**config.mk**
```make
export PLATFORM = sky130hd
export DESIGN_NAME = uit_interval_timer
export DESIGN_NICKNAME = d
export VERILOG_FILES = /design/src/rtl/uit_pkg.sv /design/src/rtl/uit_half_counter.sv /design/src/rtl/uit_interval_timer.sv
export SDC_FILE = /design/constraint.sdc
export NUM_CORES = 1
export LEC_CHECK = 0
export ABC_AREA = 1
export BUFFER_PORTS_ARGS = -buffer_cell sky130_fd_sc_hd__buf_2
export CAP_MARGIN = 20
export CORE_MARGIN = 2
export CORE_UTILIZATION = 50
export CTS_BUF_LIST = sky130_fd_sc_hd__clkbuf_16
export DETAILED_ROUTE_END_ITERATION = 7
export PLACE_DENSITY = 0.66
export SYNTH_ARGS = -nofsm -noshare
export SYNTH_HDL_FRONTEND = slang
export SYNTH_SLANG_ARGS = --single-unit
```
**constraint.sdc**
```tcl
create_clock -name pclk -period 2.6 [get_ports pclk]
set_input_delay 0.13 -clock pclk [delete_from_list [all_inputs] [get_ports pclk]]
set_output_delay 0.13 -clock pclk [all_outputs]
set_load 0.01 [all_outputs]
```
**src/rtl/uit_pkg.sv**
```systemverilog
`default_nettype none
// ----------------------------------------
// shared constants and types for the timer
// ----------------------------------------
package uit_pkg;
    // register byte offsets on the apb bus
    localparam logic [7:0] current_count_off = 8'h00;
    localparam logic [7:0] reload_count_off = 8'h04;
    localparam logic [7:0] control_status_off = 8'h08;
    localparam logic [7:0] step_status_off = 8'h0C;
    // control/status field positions in the 32-bit word
    localparam int run_pos = 0;
    localparam int transfer_now_pos = 4;
    localparam int single_step_pos = 5;
    localparam int ien_pos = 6;
    localparam int done_pos = 7;
    localparam int err_pos = 31;
    // clock and tick timing
    localparam int clock_hz = 40_000_000;
    localparam int tick_ns = 1000;
    localparam int clock_period_ns = 1_000_000_000 / clock_hz;
    localparam int tick_cycles = tick_ns / clock_period_ns;
    // compare reduction for normal counting
    localparam logic [31:0] compare_trim = 32'h0000_0003;
    // interrupt priority level of the request
    localparam logic [4:0] priority_level = 5'h18;
    // packed control byte holding the six implemented bits
    typedef struct packed {
        logic error;
        logic done;
        logic irq_enable;
        logic single_step;
        logic transfer_now;
        logic run;
    } uit_csr_type;
    // controller states
    typedef enum logic [1:0] {
        uit_idle,
        uit_clear_high,
        uit_flags
    } uit_state_type;
endpackage
`default_nettype wire

```
**src/rtl/uit_half_counter.sv**
```systemverilog
`default_nettype none
// ----------------------------------------
// one 16-bit counter half with terminal count
// ----------------------------------------
module uit_half_counter #(
    parameter int width = 16
) (
    // clock and reset
    input wire logic pclk,
    input wire logic presetn,
    // control
    input wire logic clear,
    input wire logic advance,
    // state
    output logic [width-1:0] count,
    output logic terminal
);
    // terminal count when all ones and stepping
    assign terminal = advance && (&count);

    // clear wins over advance so a reload cannot be missed
    always_ff @(posedge pclk or negedge presetn) begin
        if (!presetn) begin
            count <= '0;
        end else if (clear) begin
            count <= '0;
        end else if (advance) begin
            count <= count + 1'b1;
        end
    end
endmodule
`default_nettype wire

```
**src/rtl/uit_interval_timer.sv**
```systemverilog
// The register addresses and the APB slave port were chosen for this implementation.
`default_nettype none
module uit_interval_timer #(
    parameter int tick_div = uit_pkg::tick_cycles
) (
    // apb slave
    input wire logic pclk,
    input wire logic presetn,
    input wire logic psel,
    input wire logic penable,
    input wire logic pwrite,
    input wire logic [7:0] paddr,
    input wire logic [31:0] pwdata,
    output logic [31:0] prdata,
    output logic pready,
    output logic pslverr,
    // timer outputs
    output logic timer_irq_request,
    output logic [4:0] irq_priority_level,
    output logic count_go_output
);
    // ----------------------------------------
    // state
    // ----------------------------------------
    uit_pkg::uit_csr_type csr; // packed control byte
    uit_pkg::uit_state_type state;
    logic [31:0] reload_positive; // complemented reload value
    logic [31:0] reload_negative; // last value software wrote
    logic [31:0] compare; // alarm value
    logic reload_changed; // reload written since compare load
    logic stepped_compare; // compare currently unreduced
    logic match_latch; // match event seen
    logic reset_pulse; // one-cycle low-half clear
    logic [31:0] capture; // snapshot for reads
    logic [15:0] low_count;
    logic [15:0] high_count;
    logic low_tc;
    logic [$clog2(tick_div+1)-1:0] div_count;
    logic tick;
    logic step_req;
    logic gate_low;
    logic wr_access;
    logic rd_access;
    logic wr_csr;
    logic wr_reload;
    logic clear_high;
    logic xfer_now; // control write carrying transfer-now

    // decode a word offset against the bus address
    function automatic logic hit(input logic [7:0] a, input logic [7:0] off);
        hit = (a == off);
    endfunction

    // ----------------------------------------
    // apb decode
    // ----------------------------------------
    // zero wait states: every access completes in its access phase
    assign pready = 1'b1;
    assign wr_access = psel && penable && pwrite;
    assign rd_access = psel && penable && !pwrite;
    assign wr_csr = wr_access && hit(paddr, uit_pkg::control_status_off);
    assign wr_reload = wr_access && hit(paddr, uit_pkg::reload_count_off);
    // transfer-now acts in the write cycle itself, so a load and a
    // count edge can never split across two cycles
    assign xfer_now = wr_csr && pwdata[uit_pkg::transfer_now_pos];
    // unmapped addresses answer with an error
    // writes there change nothing, reads there return zero
    assign pslverr = psel && penable &&
        !(hit(paddr, uit_pkg::current_count_off) ||
          hit(paddr, uit_pkg::reload_count_off) ||
          hit(paddr, uit_pkg::control_status_off) ||
          hit(paddr, uit_pkg::step_status_off));

    // ----------------------------------------
    // tick divider
    // ----------------------------------------
    // microsecond tick
    // the 40 MHz clock stands in for the divided processor clock
    // limitation: the divider is not restarted by the run bit, so the
    // first tick after a start lands anywhere within one microsecond
    assign tick = (div_count == tick_div[$bits(div_count)-1:0] - 1'b1);

    // divider free-runs so the tick phase is fixed
    always_ff @(posedge pclk or negedge presetn) begin
        if (!presetn) begin
            div_count <= '0;
        end else if (tick) begin
            div_count <= '0;
        end else begin
            div_count <= div_count + 1'b1;
        end
    end

    // ----------------------------------------
    // counter halves
    // ----------------------------------------
    // run starts counting
    assign count_go_output = csr.run;
    // the reset pulse closes the gate for one cycle, dropping that tick
    assign gate_low = count_go_output && !reset_pulse;
    // single step
    // a step while running is ignored: the free count owns the halves
    assign step_req = wr_csr && !csr.run && pwdata[uit_pkg::single_step_pos];
    assign clear_high = (state == uit_pkg::uit_clear_high);

    // pulse clears low half
    // transfer-now zeroes both halves so the new interval starts clean
    uit_half_counter #(.width(16)) low_half (
        .pclk(pclk),
        .presetn(presetn),
        .clear(reset_pulse || xfer_now),
        .advance((gate_low && tick) || step_req),
        .count(low_count),
        .terminal(low_tc)
    );

    // high half on carry
    // the high half sees no reset pulse; the controller clears it
    uit_half_counter #(.width(16)) high_half (
        .pclk(pclk),
        .presetn(presetn),
        .clear(clear_high || xfer_now),
        .advance(low_tc),
        .count(high_count),
        .terminal()
    );

    // ----------------------------------------
    // reload and compare
    // ----------------------------------------
    // the ones' complement of the written value is kept, so a reload
    // of minus n leaves n-1, the last count of an n-state interval
    // complement on write
    always_ff @(posedge pclk or negedge presetn) begin
        if (!presetn) begin
            reload_positive <= '0;
            reload_negative <= '0;
        end else if (wr_reload) begin
            reload_positive <= ~pwdata;
            reload_negative <= pwdata;
        end
    end

    // minus three trim
    // trade-off: the trim is sized for a slow external clear; here the
    // low half clears one cycle after the match, so a running interval
    // comes out a little shorter than the written period
    always_ff @(posedge pclk or negedge presetn) begin
        if (!presetn) begin
            compare <= '0;
            reload_changed <= 1'b0;
            stepped_compare <= 1'b0;
        end else if (xfer_now) begin
            if (pwdata[uit_pkg::run_pos]) begin
                compare <= reload_positive - uit_pkg::compare_trim;
            end else begin
                compare <= reload_positive;
            end
            stepped_compare <= !pwdata[uit_pkg::run_pos];
            reload_changed <= 1'b0;
        end else if (state == uit_pkg::uit_clear_high && reload_changed) begin
            compare <= reload_positive - uit_pkg::compare_trim;
            stepped_compare <= 1'b0;
            // a reload written in this very cycle is still pending
            reload_changed <= wr_reload;
        end else if (wr_reload) begin
            reload_changed <= 1'b1;
        end
    end

    // ----------------------------------------
    // match detect
    // ----------------------------------------
    // match latch and pulse
    // a compare of zero never matches, so an unloaded timer stays quiet
    // the latch blocks a second match until the flags are updated
    always_ff @(posedge pclk or negedge presetn) begin
        if (!presetn) begin
            match_latch <= 1'b0;
            reset_pulse <= 1'b0;
        end else begin
            reset_pulse <= 1'b0;
            if (!match_latch && (csr.run || stepped_compare) &&
                {high_count, low_count} == compare &&
                compare != '0) begin
                match_latch <= 1'b1;
                reset_pulse <= 1'b1;
            end else if (state == uit_pkg::uit_flags) begin
                match_latch <= 1'b0;
            end
        end
    end

    // ----------------------------------------
    // controller
    // ----------------------------------------
    // walks a match through high clear then flag update
    // one state per cleanup step, so a read in between may see a
    // cleared low half above a high half not yet zeroed
    always_ff @(posedge pclk or negedge presetn) begin
        if (!presetn) begin
            state <= uit_pkg::uit_idle;
        end else begin
            case (state)
                uit_pkg::uit_idle: begin
                    // wait for a latched match
                    if (match_latch) begin
                        state <= uit_pkg::uit_clear_high;
                    end
                end
                uit_pkg::uit_clear_high: begin
                    // high half is zeroed while here
                    state <= uit_pkg::uit_flags;
                end
                uit_pkg::uit_flags: begin
                    state <= uit_pkg::uit_idle;
                end
                default: begin
                    state <= uit_pkg::uit_idle;
                end
            endcase
        end
    end

    // ----------------------------------------
    // control/status byte
    // ----------------------------------------
    // packed byte
    // other bits ignored
    // pulse bits only fill the byte; they never hold a one
    always_ff @(posedge pclk or negedge presetn) begin
        if (!presetn) begin
            csr <= '0;
        end else begin
            if (wr_csr) begin
                csr.run <= pwdata[uit_pkg::run_pos];
                csr.irq_enable <= pwdata[uit_pkg::ien_pos];
                // transfer and step act at once and read as zero
                csr.transfer_now <= 1'b0;
                csr.single_step <= 1'b0;
            end
            if (wr_csr && (pwdata[uit_pkg::done_pos] ||
                           !pwdata[uit_pkg::ien_pos])) begin
                csr.done <= 1'b0;
            end
            if (wr_csr && pwdata[uit_pkg::err_pos]) begin
                csr.error <= 1'b0;
            end
            // done on interval end; set wins over clear
            if (state == uit_pkg::uit_flags) begin
                if (csr.done) begin
                    csr.error <= 1'b1;
                end else begin
                    csr.done <= 1'b1;
                end
            end
        end
    end

    // enabling with done pending
    // the request follows the flags, so both clear paths drop it too
    always_ff @(posedge pclk or negedge presetn) begin
        if (!presetn) begin
            timer_irq_request <= 1'b0;
        end else begin
            timer_irq_request <= csr.done && csr.irq_enable;
        end
    end
    // fixed level; the host arbitrates between its sources
    assign irq_priority_level = uit_pkg::priority_level;

    // ----------------------------------------
    // read path
    // ----------------------------------------
    // capture without disturbing
    // capture zeroed at reset
    // capture at the setup phase: a current count read returns the count as it stood
    // when the transfer began, which may be a pair caught mid-cleanup
    always_ff @(posedge pclk or negedge presetn) begin
        if (!presetn) begin
            capture <= '0;
        end else if (psel && !penable && !pwrite) begin
            capture <= {high_count, low_count};
        end
    end

    // negative form on read
    // unmapped offsets and writes leave the read bus at zero
    always_comb begin
        prdata = '0;
        if (rd_access) begin
            if (hit(paddr, uit_pkg::current_count_off)) begin
                prdata = capture + reload_negative;
            end else if (hit(paddr, uit_pkg::reload_count_off)) begin
                prdata = reload_negative;
            end else if (hit(paddr, uit_pkg::control_status_off)) begin
                prdata[uit_pkg::run_pos] = csr.run;
                prdata[uit_pkg::ien_pos] = csr.irq_enable;
                prdata[uit_pkg::done_pos] = csr.done;
                prdata[uit_pkg::err_pos] = csr.error;
            end else if (hit(paddr, uit_pkg::step_status_off)) begin
                prdata = {high_count, low_count};
            end
        end
    end
endmodule
`default_nettype wire

```
==> results_tabular.tex <==
\begin{tabular}{lr}
\hline
Metric & Value \\
\hline
\multicolumn{2}{l}{\textbf{Clocking}} \\
CTS buffer count & 17 \\
Total number of clock tree sinks & 177 \\
Clock-pin slew on the worst setup and hold paths & 70 ps \\
CTS Root Cell & clkbuf\_16 \\
CTS HTree Levels & 4 \\
Maximum clock path buffer count & 2 \\
Insertion delay to the later sink of the worst-skew pair & between 400 and 500 ps \\
Clock tree from TritonCTS & done \\
\multicolumn{2}{l}{\textbf{Timing}} \\
Finish-stage setup viols & 0 \\
Max Clock Skew & $\sim$10 ps \\
Worst hold margin & roughly 32 ps \\
Worst-Margin Slew & 965.4 ps \\
Post-route worst setup slack & between 50 and 60 ps \\
Highest clock frequency the design can meet & just under 400 MHz \\
Number of hold violations in the final report & 0 \\
Fin crit period & around 2500 ps \\
Unrepaired setup endpoints after global routing & yes \\
Setup\_tns & 0 ps \\
Number of pins with negative max-slew slack in the final report & 0 \\
Final period utilization & 97.96\% \\
Max-Slew Margin vs Limit & between 30\% and 40\% \\
\multicolumn{2}{l}{\textbf{Synth}} \\
Count of flip-flops with a built-in enable after synthesis & 0 \\
Synthesized-area fraction occupied by and/or/nand/nor cells & a little under a third \\
Parity-gate share of the synthesized area counting xor and xnor cells & roughly 4.3\% \\
Number of synthesis warnings & 0 \\
Cell Area, Synth & approximately 12,000 µm² \\
Dominant combinational cell family by area after synthesis & simple AND/OR/NAND/NOR gates \\
Most frequent cell after synthesis & nand2\_1 \\
Share of async-settable or async-resettable flops after synthesis & 100.0\% \\
Mux share of post-synthesis cell area & less than 1\% \\
Area fraction in compound gates after synthesis & between 10 and 15\% \\
Top cells by area in the synthesized netlist & dfrtp\_1 37\%, nand2\_1 16\%, inv\_1 6.3\% \\
Post-synthesis share of cell area spent on full adders, half adders and majority gates & under 10\% \\
Flip-flop and latch count after synthesis & roughly 180 \\
Part of the Yosys area used for sequential elements & between 30\% and 40\% \\
Cell taking the most area after synthesis & dfrtp\_1 \\
Post-synthesis area per instance & $\sim$7.1 µm² \\
Fraction of synthesized cell area taken by the top area cell type & 37.38\% \\
Most frequent cells after synthesis & 490 x nand2\_1, 200 x inv\_1, 177 x dfrtp\_1, 135 x nor2\_1, 131 x o21ai\_0 \\
Cell count after synthesis & 1,680 \\
Distinct cell type count of the synthesized netlist & 55 \\
Primary flip-flop cell chosen by synthesis mapping & dfrtp\_1 \\
\multicolumn{2}{l}{\textbf{Die}} \\
Initial Util & about half \\
Count of standard-cell rows & 56 \\
Die Y-Extent & about 160 µm \\
Count of boundary I/O pins & 86 \\
Width of the die & between 150 and 200 µm \\
Placeable core region & approximately 23,000 µm² \\
Die area & between 20,000 and 25,000 µm² \\
\multicolumn{2}{l}{\textbf{Pwr}} \\
Leakage power figure & 6.950 nW \\
Sequential fraction of design power & $\sim$48\% \\
Worst vdd rail ir drop & between 0.5 and 0.6 mV \\
Switching Share & 23.08\% \\
P\_sw & 1.343 mW \\
Power density of the placed cells & just over 400 nW/µm² \\
Proportion of power drawn by combinational gates & 4.7\% \\
Power share of the clock group & a little under half \\
Internal cell power & 4.475 mW \\
\multicolumn{2}{l}{\textbf{Setup path}} \\
Worst Path Required & 2470 ps \\
Worst reg2reg endpoint & high\_half.count[6] \\
R2r worst-path depth & 9 \\
Critical Path Start & reload\_negative[10] \\
Register-to-register path setup slack & about 420 ps \\
Slowest cell on crit path & dfrtp\_1 \\
Slowest stage delay, CP & around 430 ps \\
Category of the worst setup path capture point & output pin \\
Beginning of the worst register-to-register path & low\_half.count[0] \\
Maximum fanout count along the critical path & 4 \\
Arrival time at the worst endpoint & around 2400 ps \\
Critical path startpoint category & register \\
Critical Path, Cell by Cell & ha\_4 -> nand2\_2 -> inv\_1 -> nand2\_2 -> inv\_1 -> a21oi\_2 -> nand2\_4 -> buf\_4 -> xnor2\_1 -> a21oi\_1 -> buf\_2 \\
Endpoint of the worst setup timing path & prdata[14] \\
Kind of critical path & reg -> out \\
\multicolumn{2}{l}{\textbf{Global routing}} \\
Via count of the first global-routing pass & between 10,000 and 15,000 \\
Wire length of the first global-routing pass & slightly below 60,000 µm \\
Global-route usage over all layers & 31.32\% \\
Largest net degree at the start of global routing & 65 \\
Antenna violations before repair & 2 \\
Sum of overflow across all layers after global routing & 0 \\
\multicolumn{2}{l}{\textbf{Finish}} \\
Layout cells sized above 1 & between 15 and 20\% \\
Net total in the final layout & about 1,900 \\
Final instance area & about 14,000 µm² \\
Synth-to-Final Area Change & 19.62\% \\
\multicolumn{2}{l}{\textbf{Placed design}} \\
Post-place setup slack & 175.6 ps \\
Number of buffer cells added on primary ports & about 80 \\
Final weighted congestion in routability-driven placement & just under 1 \\
Detailed Place HPWL & between 20,000 and 30,000 µm \\
Dpl cell area & about 13,000 µm² \\
\multicolumn{2}{l}{\textbf{Status}} \\
Result of the run & finished clean \\
\multicolumn{2}{l}{\textbf{Routing}} \\
Aggregate routed wire length & a little under 40,000 µm \\
DR iter-0 viols & around 1,100 \\
Drt pass-1 iters & 5 \\
Number of nets with antenna violations after detailed routing & 0 \\
Via/cell ratio & around 5.5 \\
Post-route DRC & 0 \\
Routed vias & around 12,000 \\
Routed length per placed instance & between 15 and 20 µm \\
\multicolumn{2}{l}{\textbf{Hold path}} \\
Worst Hold Class & in -> reg \\
\multicolumn{2}{l}{\textbf{Run}} \\
Max Cap Viol & 0 \\
\hline
\end{tabular}
registers in the layout, summed over array words and instances, names as in the netlist:
name / count
timer_irq_request: 1
reset_pulse: 1
high_half.count: 16
match_latch: 1
reload_positive: 32
capture: 32
reload_negative: 32
compare: 32
stepped_compare: 1
count_go_output: 1
csr: 3
state: 2
reload_changed: 1
div_count: 6
low_half.count: 16
worst min path at each step:
stage / depth (start not counted) / to / startpoint
after detailed placement: 1 / div_count[1] / presetn
after global routing: 2 / reload_negative[1] / pwdata[1]
after global placement: 1 / div_count[1] / presetn
after floorplan: 0 / capture[0] / presetn
after CTS: 2 / reload_positive[1] / pwdata[1]
final: 2 / reload_positive[1] / pwdata[1]
power groups by stage:
stage / logic, mW / clock network (mW) / registers (mW)
4_1_cts: 0.268 / 2.77 / 2.80
3_3_place_gp: 0.251 / 0 / 2.85
3_5_place_dp: 0.253 / 0 / 2.85
2_1_floorplan: 0.109 / 0 / 2.85
5_1_grt: 0.311 / 2.88 / 2.81
6_report: 0.276 / 2.74 / 2.81
metrics by stage:
step | total power, mW | util (%) | std cells
2_1_floorplan | 2.955 | - | 1684
3_3_place_gp | 3.103 | 54.19 | 2061
3_5_place_dp | 3.106 | 54.19 | 2061
4_1_cts | 5.836 | 58.04 | 2105
5_1_grt | 6.001 | 60.56 | 2118
6_report | 5.818 | 60.57 | 2119
cells by family after synthesis:
group	Yosys count
xor gates and xnor gates	58
AOI/OAI and AO/OA	287
DFF	177
adders and majority gates	36
muxes	8
buffers and inverters	261
other	2
and+or+nand+nor	851
cell type report:
cell class / count / area (µm²)
Tap cell: 319 / 399.1
Fill cell: 2201 / 9228
Multi-Input combinational cell: 1246 / 7028
Antenna cell: 1 / 2.502
Timing Repair Buffer: 133 / 892.1
Clock buffer: 17 / 425.4
Sequential cell: 177 / 4439
Clock inverter: 15 / 191.4
Inverter: 211 / 797.0
critical path: cells and delay by family (launching register included):
family / cells / cell delay (ps)
AO/OA/AOI/OAI: 2 / 370
flip-flops: 1 / 430
XOR/XNOR: 1 / 110
buffers and inverters: 4 / 440
AND/OR/NAND/NOR: 3 / 320
adder cells (fa/ha/maj): 1 / 290
placed cells by master, fill, tap and decap left out, drive strengths merged, types with 7 or more instances in the layout:
master,instances
o21ai,140
a21oi,83
inv,209
nand4,28
xnor2,13
clkbuf,17
ha,35
mux2,7
nor3,34
nand2,499
xor2,45
nand3,114
a31oi,8
dlygate4sd3,9
o21bai,8
a21boi,23
buf,124
dfrtp,177
clkinv,10
nor4,23
nor2,139
per-layer routing:
metal  track usage (%)  vias to the layer above  routed length [µm]
li1                  -                     5676                   -
met5                 0                        -                   0
met3             4.572                       74                2512
met4             10.21                        0                1087
met1             43.92                     5564               17330
met2             50.02                      437               17710
repair_timing:
action | in CTS | in global routing
pin swaps | 1 | 23
resized for setup | 35 | 120
endpoints found under the hold margin | 71 | 0
hold buffers | 9 | 0
setup endpoints to repair | 24 | 25
setup buffers | 3 | 13
(Power assumes the default switching activity.)
